<file path="config.mk">
export PLATFORM = sky130hd
export DESIGN_NAME = ecr_top
export DESIGN_NICKNAME = d
export VERILOG_FILES = /design/src/ecr_pkg.sv /design/src/ecr_top.sv
export SDC_FILE = /design/constraint.sdc
export NUM_CORES = 1
export LEC_CHECK = 0
export BUFFER_PORTS_ARGS = -buffer_cell sky130_fd_sc_hd__buf_2
export CAP_MARGIN = 25
export CORE_ASPECT_RATIO = 0.75
export CORE_UTILIZATION = 38
export CTS_CLUSTER_DIAMETER = 120
export DETAILED_ROUTE_END_ITERATION = 12
export HOLD_SLACK_MARGIN = 0.03
export MAX_ROUTING_LAYER = met4
export PLACE_DENSITY = 0.6
export RECOVER_POWER = 50
export SYNTH_ARGS = -nofsm -noshare
export SYNTH_HDL_FRONTEND = slang
export SYNTH_SLANG_ARGS = --single-unit
export TNS_END_PERCENT = 10
</file>
<file path="constraint.sdc">
create_clock -name pclk -period 5.36 [get_ports pclk]
set_input_delay 0.268 -clock pclk [delete_from_list [all_inputs] [get_ports pclk]]
set_output_delay 0.268 -clock pclk [all_outputs]
set_load 0.01 [all_outputs]
</file>
<file path="src/ecr_pkg.sv">
/*
 Shared constants and carrier types of the Ethernet status and
 collision/retry block: register map, field layout, reset values.
 Assumes an APB4 master with 32-bit data and byte strobes.
*/
package ecr_pkg;

   localparam int          ECR_AW          = 8;
   // Register word offsets; ctrl, clrt and mask bases have clr/set/invert aliases at +4/+8/+c
   localparam logic [7:0]  ECR_CTRL_OFS    = 8'h00;
   localparam logic [7:0]  ECR_STAT_OFS    = 8'h10;
   localparam logic [7:0]  ECR_CLRT_OFS    = 8'h20;
   localparam logic [7:0]  ECR_IRQ_OFS     = 8'h30;
   localparam logic [7:0]  ECR_MASK_OFS    = 8'h40;
   localparam logic [1:0]  ECR_OP_NORM     = 2'h0;
   localparam logic [1:0]  ECR_OP_CLR      = 2'h1;
   localparam logic [1:0]  ECR_OP_SET      = 2'h2;
   localparam logic [1:0]  ECR_OP_INV      = 2'h3;

   // Control register
   localparam int          ECR_ON_BIT      = 15;
   localparam logic [31:0] ECR_CTRL_MASK   = 32'h0000_8000;
   localparam logic [31:0] ECR_CTRL_RST    = 32'h0000_0000;

   // Status register
   localparam int          ECR_CBUSY_BIT   = 7;
   localparam int          ECR_TBUSY_BIT   = 6;

   // Collision window / retry limit register
   localparam int          ECR_CWIN_LSB    = 8;
   localparam int          ECR_CWIN_W      = 6;
   localparam int          ECR_RETRY_LIMIT_LSB    = 0;
   localparam int          ECR_RETRY_LIMIT_W      = 4;
   localparam logic [31:0] ECR_CLRT_MASK   = 32'h0000_3f0f;
   localparam logic [5:0]  ECR_CWIN_RST    = 6'h37;
   localparam logic [3:0]  ECR_RETRY_LIMIT_RST    = 4'hf;

   // Interrupt status and mask layout
   localparam int          ECR_NIRQ        = 4;
   localparam int          ECR_EV_DONE     = 0;
   localparam int          ECR_EV_EXCESS   = 1;
   localparam int          ECR_EV_LATE     = 2;
   localparam int          ECR_EV_IDLE     = 3;
   localparam logic [3:0]  ECR_MASK_RST    = 4'h0;

   // Strobe patterns that count as halfword or word accesses
   localparam logic [3:0]  ECR_STRB_LO     = 4'h3;
   localparam logic [3:0]  ECR_STRB_HI     = 4'hc;
   localparam logic [3:0]  ECR_STRB_WORD   = 4'hf;

   localparam int          ECR_BCNT_W      = 7;

   typedef struct packed {
      logic tx_start;
      logic tx_byte;
      logic tx_done;
      logic tx_reject;
      logic xfer_busy;
   } ecr_mac_ev_t;

   typedef struct packed {
      logic controller_active_flag;
      logic transmit_active_flag;
      logic module_on;
      logic tx_retry;
      logic tx_abort;
   } ecr_mac_ctl_t;

   typedef enum logic [0:0] {
      ECR_TX_IDLE = 1'b0,
      ECR_TX_SEND = 1'b1
   } ecr_tx_state_t;

endpackage

</file>
<file path="src/ecr_top.sv">
/*
 Ethernet controller status and half-duplex collision window / retry
 limit logic behind an APB4 slave, with a read-to-clear interrupt.
 Assumes MAC transmit events arrive as pclk-synchronous pulses and the
 MII collision pin is asynchronous to pclk.
*/
// Decided for this implementation: the register offsets and the APB interface to the registers.
// Function
// RULE_01: Controller-active is 1 while switched on or finishing, 0 only when idle.
// RULE_02: After switch-off, controller-active stays high until the running transfer ends.
// RULE_03: Transmit-active is high while a packet is sent, low when transmit is idle.
// RULE_04: Transmit-active may fall on abort or reject without a completion event.
// RULE_05: Transmit-active is forced low whenever the module-on bit is low.
// RULE_06: Six-bit read/write slot length in bits 13:8, reset value 0x37.
// RULE_07: Window counts from transmit start, preamble included; field is end byte count.
// RULE_08: Four-bit retry limit in bits 3:0; exceeding it aborts the packet.
// RULE_09: Retry limit resets to 0xf, fifteen attempts.
// RULE_10: Halfword and word writes accepted; byte writes silently ignored.
// RULE_11: Same width check applies to the clear, set and invert aliases.
// RULE_12: Bits 31:14 and 7:4 of the collision register read zero, ignore writes.
`timescale 1ns/1ps

module ecr_top
   import ecr_pkg::*;
(
   input  wire logic               pclk,
   input  wire logic               presetn,
   input  wire logic               psel,
   input  wire logic               penable,
   input  wire logic               pwrite,
   input  wire logic [ECR_AW-1:0]  paddr,
   input  wire logic [31:0]        pwdata,
   input  wire logic [3:0]         pstrb,
   output logic       [31:0]       prdata,
   output logic                    pready,
   output logic                    pslverr,
   input  wire ecr_mac_ev_t        mac_ev,
   input  wire logic               mii_col,
   output ecr_mac_ctl_t            mac_ctl,
   output logic                    irq
);

   logic                     setup_ph;
   logic                     acc_ph;
   logic                     addr_ok;
   logic                     width_ok;
   logic [1:0]               op;
   logic [7:0]               base;
   logic [31:0]              lane_mask;
   logic [31:0]              rd_d;
   logic [31:0]              prdata_q;
   logic                     slverr_q;

   logic [31:0]              ctrl_q;
   logic [5:0]               cwin_q;
   logic [3:0]               retry_limit_q;
   logic [ECR_NIRQ-1:0]      irq_stat_q;
   logic [ECR_NIRQ-1:0]      irq_mask_q;
   logic [ECR_NIRQ-1:0]      ev;
   logic                     irq_rd_clr;

   logic [2:0]               col_sync_q;
   logic                     col_q;
   logic                     col_rise;

   ecr_tx_state_t            tx_state_q;
   logic [ECR_BCNT_W-1:0]    bcnt_q;
   logic [3:0]               retry_cnt_q;
   logic                     in_window;
   logic                     tx_retry_q;
   logic                     tx_abort_q;
   logic                     ev_done;
   logic                     ev_excess;
   logic                     ev_late;
   logic                     cact_q;
   logic                     cact_d;
   logic                     module_on;
   logic                     tx_active;

   // APB decode: fixed zero-wait answer, read data staged in setup phase
   assign setup_ph = psel & ~penable;
   assign acc_ph   = psel & penable;
   assign op       = paddr[3:2];
   assign base     = {paddr[7:4], 4'h0};
   assign pready   = 1'b1;
   assign pslverr  = slverr_q;
   assign prdata   = prdata_q;

   always_comb
   begin
      addr_ok = 1'b0;
      case (base)
         ECR_CTRL_OFS: addr_ok = 1'b1;
         ECR_CLRT_OFS: addr_ok = 1'b1;
         ECR_MASK_OFS: addr_ok = 1'b1;
         ECR_STAT_OFS: addr_ok = (op == ECR_OP_NORM);
         ECR_IRQ_OFS:  addr_ok = (op == ECR_OP_NORM);
         default:      addr_ok = 1'b0;
      endcase
      if (paddr[1:0] != 2'h0)
      begin
         addr_ok = 1'b0;
      end
   end

   // Byte writes are dropped without an error; aliases share the check
   always_comb
   begin
      width_ok = 1'b0;
      case (pstrb)
         ECR_STRB_LO:   width_ok = 1'b1; // see RULE_10
         ECR_STRB_HI:   width_ok = 1'b1; // see RULE_10
         ECR_STRB_WORD: width_ok = 1'b1; // see RULE_10
         default:       width_ok = 1'b0; // see RULE_11
      endcase
   end

   assign lane_mask = {{8{pstrb[3]}}, {8{pstrb[2]}}, {8{pstrb[1]}}, {8{pstrb[0]}}};

   function automatic logic [31:0] apply_op
   (
      input logic [31:0] cur,
      input logic [31:0] wd,
      input logic [31:0] lanes,
      input logic [1:0]  kind
   );
      logic [31:0] res;
      res = cur;
      case (kind)
         ECR_OP_NORM: res = (cur & ~lanes) | (wd & lanes);
         ECR_OP_CLR:  res = cur & ~(wd & lanes);
         ECR_OP_SET:  res = cur | (wd & lanes);
         ECR_OP_INV:  res = cur ^ (wd & lanes);
         default:     res = cur;
      endcase
      return res;
   endfunction

   logic                     wr_ok;
   logic [31:0]              clrt_cur;
   logic [31:0]              clrt_new;
   logic [31:0]              ctrl_new;
   logic [31:0]              mask_new;

   assign wr_ok    = acc_ph & pwrite & addr_ok & width_ok; // see RULE_10
   assign clrt_cur = {18'h0, cwin_q, 4'h0, retry_limit_q};
   assign clrt_new = apply_op(clrt_cur, pwdata, lane_mask, op) & ECR_CLRT_MASK; // see RULE_12
   assign ctrl_new = apply_op(ctrl_q, pwdata, lane_mask, op) & ECR_CTRL_MASK;
   assign mask_new = apply_op({28'h0, irq_mask_q}, pwdata, lane_mask, op);

   always_comb
   begin
      rd_d = 32'h0;
      case (base)
         ECR_CTRL_OFS: rd_d = ctrl_q;
         ECR_CLRT_OFS: rd_d = clrt_cur; // see RULE_12
         ECR_MASK_OFS: rd_d = {28'h0, irq_mask_q};
         ECR_IRQ_OFS:  rd_d = {28'h0, irq_stat_q};
         ECR_STAT_OFS:
         begin
            rd_d[ECR_CBUSY_BIT] = cact_q;
            rd_d[ECR_TBUSY_BIT] = tx_active;
         end
         default:      rd_d = 32'h0;
      endcase
   end

   always_ff @(posedge pclk or negedge presetn)
   begin
      if (!presetn)
      begin
         prdata_q <= 32'h0;
         slverr_q <= 1'b0;
      end
      else if (setup_ph)
      begin
         prdata_q <= pwrite ? 32'h0 : rd_d;
         slverr_q <= ~addr_ok;
      end
   end

   // Control register: module-on bit only
   always_ff @(posedge pclk or negedge presetn)
   begin
      if (!presetn)
      begin
         ctrl_q <= ECR_CTRL_RST;
      end
      else if (wr_ok && base == ECR_CTRL_OFS)
      begin
         ctrl_q <= ctrl_new;
      end
   end

   assign module_on = ctrl_q[ECR_ON_BIT];

   // Collision window and retry limit fields
   always_ff @(posedge pclk or negedge presetn)
   begin
      if (!presetn)
      begin
         cwin_q <= ECR_CWIN_RST; // see RULE_06
         retry_limit_q <= ECR_RETRY_LIMIT_RST; // see RULE_09
      end
      else if (wr_ok && base == ECR_CLRT_OFS)
      begin
         cwin_q <= clrt_new[ECR_CWIN_LSB +: ECR_CWIN_W]; // see RULE_06
         retry_limit_q <= clrt_new[ECR_RETRY_LIMIT_LSB +: ECR_RETRY_LIMIT_W]; // see RULE_08
      end
   end

   always_ff @(posedge pclk or negedge presetn)
   begin
      if (!presetn)
      begin
         irq_mask_q <= ECR_MASK_RST;
      end
      else if (wr_ok && base == ECR_MASK_OFS)
      begin
         irq_mask_q <= mask_new[ECR_NIRQ-1:0];
      end
   end

   // Collision pin: three stages, level accepted once stages two and three agree
   always_ff @(posedge pclk or negedge presetn)
   begin
      if (!presetn)
      begin
         col_sync_q <= 3'h0;
         col_q      <= 1'b0;
      end
      else
      begin
         col_sync_q <= {col_sync_q[1:0], mii_col};
         if (col_sync_q[1] == col_sync_q[2])
         begin
            col_q <= col_sync_q[2];
         end
      end
   end

   assign col_rise = (col_sync_q[1] == col_sync_q[2]) & col_sync_q[2] & ~col_q;

   // Byte count runs from the first preamble byte, so it compares straight
   // against the slot length field
   assign in_window = (bcnt_q <= {1'b0, cwin_q}); // see RULE_07

   always_ff @(posedge pclk or negedge presetn)
   begin
      if (!presetn)
      begin
         tx_state_q <= ECR_TX_IDLE;
      end
      else
      begin
         case (tx_state_q)
            ECR_TX_IDLE:
            begin
               if (module_on && mac_ev.tx_start)
               begin
                  tx_state_q <= ECR_TX_SEND; // see RULE_03
               end
            end
            ECR_TX_SEND:
            begin
               if (!module_on)
               begin
                  tx_state_q <= ECR_TX_IDLE; // see RULE_05
               end
               else if (mac_ev.tx_done || mac_ev.tx_reject)
               begin
                  tx_state_q <= ECR_TX_IDLE; // see RULE_04
               end
               else if (col_rise && (!in_window || retry_cnt_q == retry_limit_q))
               begin
                  tx_state_q <= ECR_TX_IDLE; // see RULE_04
               end
            end
            default:
            begin
               tx_state_q <= ECR_TX_IDLE;
            end
         endcase
      end
   end

   wire tx_send = (tx_state_q == ECR_TX_SEND);

   always_ff @(posedge pclk or negedge presetn)
   begin
      if (!presetn)
      begin
         bcnt_q <= '0;
      end
      else if (!tx_send || (col_rise && in_window))
      begin
         bcnt_q <= '0; // see RULE_07
      end
      else if (mac_ev.tx_byte && bcnt_q != '1)
      begin
         bcnt_q <= bcnt_q + 1'b1; // see RULE_07
      end
   end

   // Retransmissions so far; abort once the limit has been used up
   always_ff @(posedge pclk or negedge presetn)
   begin
      if (!presetn)
      begin
         retry_cnt_q <= 4'h0;
      end
      else if (!tx_send)
      begin
         retry_cnt_q <= 4'h0;
      end
      else if (col_rise && in_window && retry_cnt_q != retry_limit_q)
      begin
         retry_cnt_q <= retry_cnt_q + 4'h1; // see RULE_08
      end
   end

   assign ev_done   = tx_send & module_on & mac_ev.tx_done;
   assign ev_excess = tx_send & module_on & ~mac_ev.tx_done & ~mac_ev.tx_reject
                      & col_rise & in_window & (retry_cnt_q == retry_limit_q); // see RULE_08
   assign ev_late   = tx_send & module_on & ~mac_ev.tx_done & ~mac_ev.tx_reject
                      & col_rise & ~in_window;

   always_ff @(posedge pclk or negedge presetn)
   begin
      if (!presetn)
      begin
         tx_retry_q <= 1'b0;
         tx_abort_q <= 1'b0;
      end
      else
      begin
         tx_retry_q <= tx_send & module_on & ~mac_ev.tx_done & ~mac_ev.tx_reject
                       & col_rise & in_window & (retry_cnt_q != retry_limit_q);
         tx_abort_q <= ev_excess | ev_late; // see RULE_08
      end
   end

   // Off forces transmit-active low at once, without waiting for the FSM
   assign tx_active = tx_send & module_on; // see RULE_05

   // Controller stays active after switch-off until transfers drain
   assign cact_d = module_on | tx_active | mac_ev.xfer_busy; // see RULE_01

   always_ff @(posedge pclk or negedge presetn)
   begin
      if (!presetn)
      begin
         cact_q <= 1'b0;
      end
      else
      begin
         cact_q <= cact_d; // see RULE_02
      end
   end

   // Sticky events; a new event wins over the read that clears
   assign ev[ECR_EV_DONE]   = ev_done;
   assign ev[ECR_EV_EXCESS] = ev_excess;
   assign ev[ECR_EV_LATE]   = ev_late;
   assign ev[ECR_EV_IDLE]   = cact_q & ~cact_d;
   assign irq_rd_clr        = acc_ph & ~pwrite & (base == ECR_IRQ_OFS) & (op == ECR_OP_NORM);

   always_ff @(posedge pclk or negedge presetn)
   begin
      if (!presetn)
      begin
         irq_stat_q <= '0;
      end
      else
      begin
         irq_stat_q <= (irq_rd_clr ? '0 : irq_stat_q) | ev;
      end
   end

   always_ff @(posedge pclk or negedge presetn)
   begin
      if (!presetn)
      begin
         irq <= 1'b0;
      end
      else
      begin
         irq <= |(((irq_rd_clr ? '0 : irq_stat_q) | ev) & irq_mask_q);
      end
   end

   always_comb
   begin
      mac_ctl                        = '0;
      mac_ctl.controller_active_flag = cact_q;    // see RULE_01
      mac_ctl.transmit_active_flag   = tx_active; // see RULE_03
      mac_ctl.module_on              = module_on;
      mac_ctl.tx_retry               = tx_retry_q;
      mac_ctl.tx_abort               = tx_abort_q;
   end

endmodule

</file>
==> flow_metrics.py, run 1 <==
metrics = {
    "drt": {
        "vias_per_cell": 5.169,
        "post-route-drc-count": 0,
        "wl_met2_um": 3301,
        "m1WireLength_um": 3968,
        "firstDrtPassIters": 4,
        "dr_wl_met3_um": 308,
        "antenna_left": 0,
        "wl_per_cell_um": 14.38,
        "vias": 2745,
        "highest_layer": "met4",
        "drt_iter0_drc": 166,
        "drt_wl_total_um": 7637,
    },
    "timing": {
        "finalMaxSlewViolations": 54,
        "hold_ws_ps": 76.73,
        "hold_viol": 0,
        "finalSetupViolations": 0,
        "slew-limit-headroom_pct": -95.38,
        "tightest_slew_ps": 2931,
        "period_needed_ps": 2681,
        "worst_clock_skew_ps": 5.828,
        "final.setup.tns_ps": 0,
        "rsz0062_at_grt": "no",
        "max_freq_mhz": 373.1,
        "finalCritPeriodShare_pct": 50.01,
    },
    "power": {
        "p_total_w": 0.0008374,
        "leakagePower_nw": 1.793,
        "seq_power_share_pct": 48.7,
        "powerDensity_mw_per_mm2": 215.1,
        "internal_power_w": 0.0006257,
        "swShare_pct": 25.28,
        "p_sw_w": 0.0002117,
        "ir_worst_vdd_uv": 99.31,
        "p_clk_share_pct": 40.2,
        "pwr-share-comb_pct": 11.1,
    },
    "clocking": {
        "clk_latency_ps": 290,
        "cts_max_level": 2,
        "cts_made_buffers": 5,
        "cts_tree": "done",
        "ctsHoldBuffers": 0,
        "root_buffer": "clkbuf_16",
        "cts_setup_buffers": 0,
        "cts-resized-gates": 0,
        "clk_pin_slew_ps": 70,
        "cts_buffer_depth": 2,
        "cts.sinks": 53,
    },
    "grt": {
        "grt_antenna_before_repair": 0,
        "grt_max_degree": 54,
        "grt_first_pass_wirelength_um": 12620,
        "grt_pass1_vias": 2563,
        "overflow": 0,
        "grt_usage_pct": 17.03,
    },
    "floorplan": {
        "die_y_um": 85.42,
        "fp-row-count": 30,
        "start_util_pct": 39.14,
        "coreArea_mm2": 0.009009,
        "die_w_um": 113.2,
        "ioPinCount": 95,
        "die_area_mm2": 0.009672,
    },
    "place": {
        "placed_cells": 523,
        "hpwl_um": 5657,
        "placed_area_mm2": 0.003752,
        "gp_congestion": 0.7755,
        "portBuffers": 53,
    },
    "synth": {
        "async_flop_share_pct": 100.0,
        "ys_warn_count": 0,
        "yosysSeqAreaShare_pct": 37.93,
        "synth_ff_type": "dfrtp_1",
        "synth_edf_count": 0,
        "ys_types": 51,
        "synthCells": 380,
        "syn_avg_cell_area_um2": 9.279,
        "netlist_area_mm2": 0.003526,
        "synth-seq-cells": 53,
    },
    "setup_path": {
        "cp.arrival_ps": 2440,
        "worstPathMaxFanout": 53,
        "cp.required_ps": 5120,
        "critPathKind": "in -> async",
        "critPathBufInv": 2,
        "slowest_stage": "clkbuf_1",
        "crit_path_start_kind": "input port",
        "cp_top_family": "buffers and inverters",
        "crit_path_end_kind": "asynchronous set/reset pin",
        "critPathMaxStageDelay_ps": 2050,
        "cp_cell_sequence": "buf_2, clkbuf_1",
    },
    "status": {
        "status": "finished with violations",
        "violations": "max-capacitance violations, max-slew violations",
    },
    "cells_and_area": {
        "area_growth_pct": 10.43,
        "antenna_cells": 0,
        "nFillCells": 892,
        "final_nets": 507,
        "drive_gt1_share_pct": 16.95,
        "final_cells": 531,
        "regArea_mm2": 0.001338,
        "multi_input_area_mm2": 0.001912,
        "design_area_mm2": 0.003894,
    },
    "min_path": {
        "hold_class": "in -> reg",
    },
    "flow_run": {
        "cap_violations": 1,
    },
}
## cell families (layout without fill, tap and decap cells)
| kind of cell | Yosys count | count (layout) | synth area share [%] |
|---|---|---|---|
| simple gates | 114 | 114 | 15.40 |
| compound gates | 89 | 89 | 17.35 |
| buf+inv | 65 | 86 | 9.759 |
| flops | 53 | 53 | 37.93 |
| fa+ha+maj | 34 | 34 | 12.07 |
| mux | 13 | 13 | 4.791 |
| xor+xnor | 10 | 10 | 2.484 |
| other cells | 2 | 20 | 0.2130 |
## cell usage in the layout (no fill, tap or decap), types with 5 or more instances in the layout
| cell type | instances |
|---|---|
| xor2_1 | 8 |
| clkbuf_16 | 5 |
| mux2i_1 | 9 |
| dfstp_2 | 9 |
| nand2_1 | 61 |
| nor2_1 | 13 |
| nand2b_1 | 6 |
| o21ai_0 | 38 |
| a22o_1 | 10 |
| clkbuf_1 | 7 |
| inv_1 | 24 |
| nand3_1 | 5 |
| o211ai_1 | 7 |
| ha_1 | 34 |
| conb_1 | 20 |
| dfrtp_1 | 44 |
| buf_2 | 47 |
| a2bb2oi_1 | 7 |
## synth_stat cells (3+ instances only)
| library cell | instances | area (um2) |
|---|---|---|
| nor2_1 | 13 | 48.80 |
| o21ai_0 | 38 | 190.2 |
| nand2b_1 | 6 | 37.54 |
| o211a_1 | 4 | 40.04 |
| inv_1 | 24 | 90.09 |
| nor3_1 | 4 | 20.02 |
| a2bb2oi_1 | 7 | 61.31 |
| buf_4 | 24 | 180.2 |
| a21oi_1 | 4 | 20.02 |
| nand3_1 | 5 | 25.02 |
| nand2_1 | 61 | 229.0 |
| a22oi_1 | 3 | 22.52 |
| mux2i_1 | 9 | 90.09 |
| nor4_1 | 4 | 25.02 |
| mux4_2 | 3 | 67.56 |
| ha_1 | 34 | 425.4 |
| dfrtp_1 | 44 | 1101 |
| dfstp_2 | 9 | 236.5 |
| a22o_1 | 10 | 87.58 |
| clkbuf_1 | 14 | 52.55 |
| or4_1 | 3 | 22.52 |
| nand4_1 | 4 | 25.02 |
| o211ai_1 | 7 | 52.55 |
| xor2_1 | 8 | 70.07 |
## layer usage
metal / GRT usage, % / vias up
li1: - / 1377
met1: 23.58 / 1301
met5: - / -
met3: 2.643 / 5
met4: 3.589 / 0
met2: 26.32 / 62
## final cells by class
class,instances,share of cell area (%)
Tap cell,112,3.599
Inverter,24,2.314
Timing Repair Buffer,54,6.716
Clock inverter,2,0.3535
Clock buffer,6,3.567
Sequential cell,53,34.35
Multi-Input combinational cell,280,49.10
## power by group through the flow
| stage | sequential (W) | clock (W) | combinational [W] |
|---|---|---|---|
| floorplan | 0.000416 | 0 | 0.0000690 |
| global placement | 0.000415 | 0 | 0.0000917 |
| detailed placement | 0.000416 | 0 | 0.0000944 |
| CTS | 0.000408 | 0.000342 | 0.0000947 |
| global route | 0.000409 | 0.000358 | 0.000106 |
| finish | 0.000408 | 0.000336 | 0.0000930 |
## final timing paths
path                                               from                        end  slack [ps]  cells after the start
worst max-delay path                            presetn  irq_mask_q[0]$_DFFE_PN0P_        2680                      2
worst min-delay path                            mii_col    col_sync_q[0]$_DFF_PN0_          80                      1
worst max register to register                     flop      bcnt_q[3]$_DFFE_PN0P_        2960                      7
worst min register to register  col_sync_q[0]$_DFF_PN0_    col_sync_q[1]$_DFF_PN0_         360                      0
max in group pclk                                  flop      bcnt_q[3]$_DFFE_PN0P_        2960                      7
min in group asynchronous                       presetn      prdata[9]$_DFFE_PN0P_        1010                      2
## metrics by stage
stage          utilization (%)  setup slack [ps]
2_1_floorplan                -              3159
3_3_place_gp             41.65              2710
3_5_place_dp             41.65              2693
4_1_cts                  43.35              2893
5_1_grt                  43.22              2085
6_report                 43.22              2679
Note: power is estimated with default switching activity, not from simulation.
==> inputs of run 2 (changes only) <==
ABC_AREA = 1   (was default)
PLACE_DENSITY = 0.59   (was 0.6)
clock period = 2.48 ns   (was 5.36 ns; I/O delays follow)
==> flow_metrics.py, run 2 <==
metrics = {
    "drt": {
        "wl_per_cell_um": 13.38,
        "vias": 3396,
        "drt_wl_total_um": 9489,
        "vias_per_cell": 4.790,
        "drt_iter0_drc": 206,
        "antenna_left": 0,
        "firstDrtPassIters": 4,
        "post-route-drc-count": 0,
    },
    "cells_and_area": {
        "nFillCells": 1021,
        "drive_gt1_share_pct": 11.79,
        "layout_commonest_cell": "nand2_1",
        "final_cell_mix": "nand2_1 (183), inv_1 (62), nand3_1 (44), dfrtp_1 (44)",
        "design_area_mm2": 0.004268,
        "area_growth_pct": 11.36,
        "antenna_cells": 0,
        "final_nets": 665,
        "regArea_mm2": 0.001338,
        "final_cells": 709,
        "multi_input_area_mm2": 0.002068,
    },
    "place": {
        "portBuffers": 53,
        "dp_slack_ps": 472.2,
        "gp_congestion": 0.8175,
        "placed_area_mm2": 0.004125,
        "hpwl_um": 7214,
        "placed_cells": 698,
    },
    "synth": {
        "synth_ff_type": "dfrtp_1",
        "yosysMostFrequentCell": "nand2_1",
        "yosys.area.top_type": "dfrtp_1",
        "async_flop_share_pct": 100.0,
        "ys_warn_count": 0,
        "ys_top_cells_by_count": "nand2_1 (183), inv_1 (62), dfrtp_1 (44), nand3_1 (44), ha_1 (34)",
        "synthCells": 525,
        "yosysSeqAreaShare_pct": 34.90,
        "synthTopCellsByArea": "dfrtp_1 (29%), nand2_1 (18%), ha_1 (11%)",
        "syn_avg_cell_area_um2": 7.300,
        "ys_types": 33,
        "netlist_area_mm2": 0.003832,
        "synth_top_area_share_pct": 28.73,
        "synth-seq-cells": 53,
        "synth_edf_count": 0,
    },
    "setup_path": {
        "cp_cell_sequence": "inv_1, ha_1, nand2_1, nor2_1, nand2_1, nand2_1, nand2_1, nand2_1, nand2_1, nor3_1",
        "r2r_end": "bcnt_q[0]$_DFFE_PN0P_",
        "endpoint": "bcnt_q[0]$_DFFE_PN0P_",
        "critPathMaxStageDelay_ps": 550,
        "worstPathMaxFanout": 5,
        "worst-r2r-cell-count": 10,
        "crit_path_frequent_cell": "nand2_1",
        "cp.required_ps": 2690,
        "cp.arrival_ps": 2240,
        "r2r_slack_ps": 450,
        "crit_path_end_kind": "flop",
        "crit_path_start_kind": "flop",
        "critPathKind": "reg -> reg",
        "slowest_stage": "dfstp_2",
    },
    "timing": {
        "final.setup.tns_ps": 0,
        "worst_clock_skew_ps": 8.423,
        "setup_ws_ps": 451.8,
        "rsz0062_at_grt": "no",
        "hold_viol": 0,
        "period_needed_ps": 2028,
        "tightest_slew_ps": 1389,
        "max_freq_mhz": 493.1,
        "finalCritPeriodShare_pct": 81.78,
        "slew-limit-headroom_pct": 7.432,
        "finalMaxSlewViolations": 0,
        "finalSetupViolations": 0,
    },
    "floorplan": {
        "start_util_pct": 39.37,
        "ioPinCount": 95,
        "die_area_mm2": 0.01049,
        "coreArea_mm2": 0.009736,
        "fp-row-count": 31,
        "die_y_um": 88.97,
        "die_w_um": 118.0,
    },
    "grt": {
        "grt_pass1_vias": 3187,
        "grt_max_degree": 54,
        "grt_antenna_before_repair": 0,
        "grt_first_pass_wirelength_um": 15750,
        "overflow": 0,
        "grt_usage_pct": 19.81,
    },
    "power": {
        "ir_worst_vdd_uv": 288.1,
        "leakagePower_nw": 2.241,
        "powerDensity_mw_per_mm2": 469.5,
    },
    "clocking": {
        "root_buffer": "clkbuf_16",
        "cts-resized-gates": 0,
        "cts_setup_buffers": 0,
        "cts_made_buffers": 5,
        "clk_latency_ps": 300,
        "cts_tree": "done",
        "ctsHoldBuffers": 3,
        "cts_max_level": 2,
        "cts_buffer_depth": 2,
        "clk_pin_slew_ps": 70,
        "cts.sinks": 53,
    },
    "min_path": {
        "whs_path_depth": 3,
        "hold_class": "in -> reg",
    },
    "status": {
        "status": "complete, no violations",
    },
    "flow_run": {
        "cap_violations": 0,
    },
}
[run 2: kinds of logic (layout without fill, tap and decap cells)]
kind of cell	Yosys count	after routing	share of synthesized area [%]
flip-flops	53	53	34.90
AO/OA/AOI/OAI	34	34	5.583
AND/OR/NAND/NOR	298	298	34.57
multiplexers	1	1	0.2938
buffers and inverters	101	135	12.90
other	2	20	0.1960
XOR/XNOR	2	2	0.4572
adder cells (fa/ha/maj)	34	34	11.10
[run 2: cell type report]
| type | count | area share (%) |
|---|---|---|
| multi-input cells | 389 | 48.46 |
| flip-flops and latches | 53 | 31.34 |
| repair buffers | 62 | 7.271 |
| inverters | 65 | 5.717 |
| well taps | 132 | 3.870 |
| clock buffers | 6 | 3.020 |
| clock inverters | 2 | 0.3225 |
[run 2: critical path, delay by kind of cell (launching register included)]
family	cells	cell delay [ps]
adders and majority gates	1	320
buffers and inverters	1	110
DFF	1	550
and+or+nand+nor	8	960
[run 2: worst min path at each step]
| stage | startpoint | end | slack [ps] |
|---|---|---|---|
| 6_report | mac_ev[4] | tx_send$_DFF_PN0_ | 60 |
| 5_1_grt | mac_ev[4] | tx_send$_DFF_PN0_ | 80 |
| 4_1_cts | mac_ev[4] | tx_send$_DFF_PN0_ | 60 |
| 3_5_place_dp | mii_col | col_sync_q[0]$_DFF_PN0_ | 240 |
| 3_3_place_gp | mii_col | col_sync_q[0]$_DFF_PN0_ | 240 |
| 2_1_floorplan | presetn | asynchronous set/reset pin | -170 |
[run 2: metal layers]
| layer | track usage (%) | up-vias | part of all wire [%] |
|---|---|---|---|
| li1 | - | 1754 | - |
| met4 | 4.312 | 0 | 0.56 |
| met3 | 2.997 | 5 | 4.9 |
| met5 | - | - | 0 |
| met2 | 29.20 | 62 | 42 |
| met1 | 28.59 | 1575 | 53 |
[run 2: power by group]
part / leakage (nW) / total, W / internal [W] / switching, W
registers: 0.656 / 0.000944 / 0.000908 / 0.0000367
clock network: 0.0712 / 0.000704 / 0.000378 / 0.000326
logic: 1.51 / 0.000355 / 0.000116 / 0.000240
total: 2.24 / 0.00200 / 0.00140 / 0.000603
[run 2: through the flow]
| stage | power, W | util (%) | hold slack [ps] |
|---|---|---|---|
| floorplan | 0.001207 | - | -171.6 |
| global placement | 0.001307 | 42.37 | 240.6 |
| detailed placement | 0.001316 | 42.37 | 235.8 |
| CTS | 0.002025 | 44.15 | 57.74 |
| global route | 0.002106 | 43.84 | 80.40 |
| finish | 0.002004 | 43.84 | 63.71 |
==> inputs of run 3 (changes only) <==
clock period = 1.95 ns   (was 2.48 ns; I/O delays follow)
==> flow_metrics.py, run 3 (same netlist as run 2, synthesis figures left out) <==
metrics = {
    "status": {
        "status": "complete, no violations",
    },
    "setup_path": {
        "r2r_slack_ps": 90,
        "cp.arrival_ps": 2050,
        "crit_path_end_kind": "flop",
        "cp.required_ps": 2140,
        "crit_path_start_kind": "flop",
        "worst-r2r-cell-count": 12,
        "r2r_end": "tx_send$_DFF_PN0_",
        "endpoint": "tx_send$_DFF_PN0_",
        "critPathKind": "reg -> reg",
        "worstPathMaxFanout": 4,
    },
    "min_path": {
        "hold_class": "in -> reg",
    },
    "clocking": {
        "cts_max_level": 2,
        "cts_buffer_depth": 2,
        "cts_tree": "done",
        "root_buffer": "clkbuf_16",
        "cts_made_buffers": 5,
        "clk_latency_ps": 300,
        "cts.sinks": 53,
        "clk_pin_slew_ps": 70,
    },
    "cells_and_area": {
        "final_nets": 676,
        "final_core_util_pct": 45.30,
        "multi_input_area_mm2": 0.002127,
        "regArea_mm2": 0.001338,
        "area_growth_pct": 15.08,
        "drive_gt1_share_pct": 14.63,
        "nFillCells": 995,
        "final_cell_mix": "nand2_1 (179), inv_1 (61), nand3_1 (44), dfrtp_1 (44)",
        "antenna_cells": 0,
        "layout_commonest_cell": "nand2_1",
    },
    "timing": {
        "finalSetupViolations": 0,
        "worst_clock_skew_ps": 4.300,
        "slew-limit-headroom_pct": 50.08,
        "hold_viol": 0,
        "period_needed_ps": 1865,
        "finalCritPeriodShare_pct": 95.62,
        "hold_ws_ps": 67.16,
        "tightest_slew_ps": 748.8,
        "max_freq_mhz": 536.3,
        "finalMaxSlewViolations": 0,
    },
    "drt": {
        "antenna_left": 0,
        "vias": 3513,
        "drt_wl_total_um": 10160,
        "wl_per_cell_um": 14.11,
        "drt_iter0_drc": 256,
        "vias_per_cell": 4.879,
        "firstDrtPassIters": 4,
        "post-route-drc-count": 0,
    },
    "place": {
        "hpwl_um": 7708,
        "portBuffers": 53,
        "gp_congestion": 0.8074,
    },
    "floorplan": {
        "ioPinCount": 95,
        "die_area_mm2": 0.01049,
        "coreArea_mm2": 0.009736,
        "die_w_um": 118.0,
        "fp-row-count": 31,
        "start_util_pct": 39.37,
        "die_y_um": 88.97,
    },
    "grt": {
        "grt_pass1_vias": 3375,
        "overflow": 0,
        "grt_max_degree": 27,
        "grt_usage_pct": 21.74,
        "grt_first_pass_wirelength_um": 16990,
        "grt_antenna_before_repair": 0,
    },
    "power": {
        "ir_worst_vdd_uv": 366.1,
        "powerDensity_mw_per_mm2": 583.9,
        "leakagePower_nw": 2.290,
    },
    "flow_run": {
        "cap_violations": 0,
    },
}
run 3: cell types whose count changed in the layout (fill, tap and decap cells not counted), moves of 2 or more:
cell,delta
buf_4,+10
nand2_2,+3
clkbuf_1,+2
ha_4,+2
nand2_1,-4
clkinvlp_4,+2
ha_1,-2
buf_2,-2
run 3: per-stage QoR:
step / instance area (um2) / setup slack [ps] / TNS (ps) / total power (W) / instances
after floorplan: 3900 / 266.9 / 0 / 0.001534 / 543
after global placement: 4185 / 42.82 / 0 / 0.001668 / 706
after detailed placement: 4185 / 2.102 / 0 / 0.001681 / 706
after CTS: 4377 / 11.40 / 0 / 0.002597 / 718
after global routing: 4410 / -12.78 / -14.60 / 0.002724 / 720
final: 4410 / 85.32 / 0 / 0.002575 / 720
run 3: how the worst min path moves through the flow:
| stage | start | cells past startpoint | slack [ps] | to |
|---|---|---|---|---|
| floorplan | presetn | 0 | -200 | asynchronous set/reset pin |
| global placement | presetn | 1 | 170 | asynchronous set/reset pin |
| detailed placement | presetn | 1 | 180 | asynchronous set/reset pin |
| CTS | mac_ev[1] | 4 | 60 | tx_send$_DFF_PN0_ |
| global route | mac_ev[1] | 4 | 70 | tx_send$_DFF_PN0_ |
| finish | mac_ev[1] | 4 | 70 | tx_send$_DFF_PN0_ |
run 3: area by class of cell:
type	instances	area share, %
multi-input cells	389	48.23
inverters	65	5.532
clock buffers	6	2.922
well taps	132	3.745
flip-flops and latches	53	30.33
clock inverters	2	0.3404
repair buffers	73	8.908
run 3: critical path, cell delays in order, from the launching register on:
cell and delay, ps:
dfstp_2 540, inv_1 80, ha_4 270, nand2_1 60, nor2_2 130, nand2_1 70, nand2_1 90, nand2_2 120
buf_4 160, nand2_1 80, nand2_1 60, nand2_1 70, nand2_1 40
run 3: power by group:
part / switching, W / total (W) / leakage (nW) / internal (W)
clock: 0.000412 / 0.000890 / 0.0631 / 0.000477
combinational: 0.000320 / 0.000480 / 1.57 / 0.000160
sequential: 0.0000511 / 0.00121 / 0.656 / 0.00115
run 3: what timing repair did:
item,4_1_cts,5_1_grt
gates resized for setup,2,10
pin swaps,0,3
hold buffers,4,0
setup endpoints to repair,3,13
setup buffers,0,2
endpoints found under the hold margin,21,0
run 3: layer usage:
layer	vias to the layer above	GRT usage [%]	wire length [um]
met2	102	31.39	4267
met3	7	3.253	707
met1	1635	31.06	5091
li1	1769	-	-
met4	0	7.110	95
met5	-	-	0
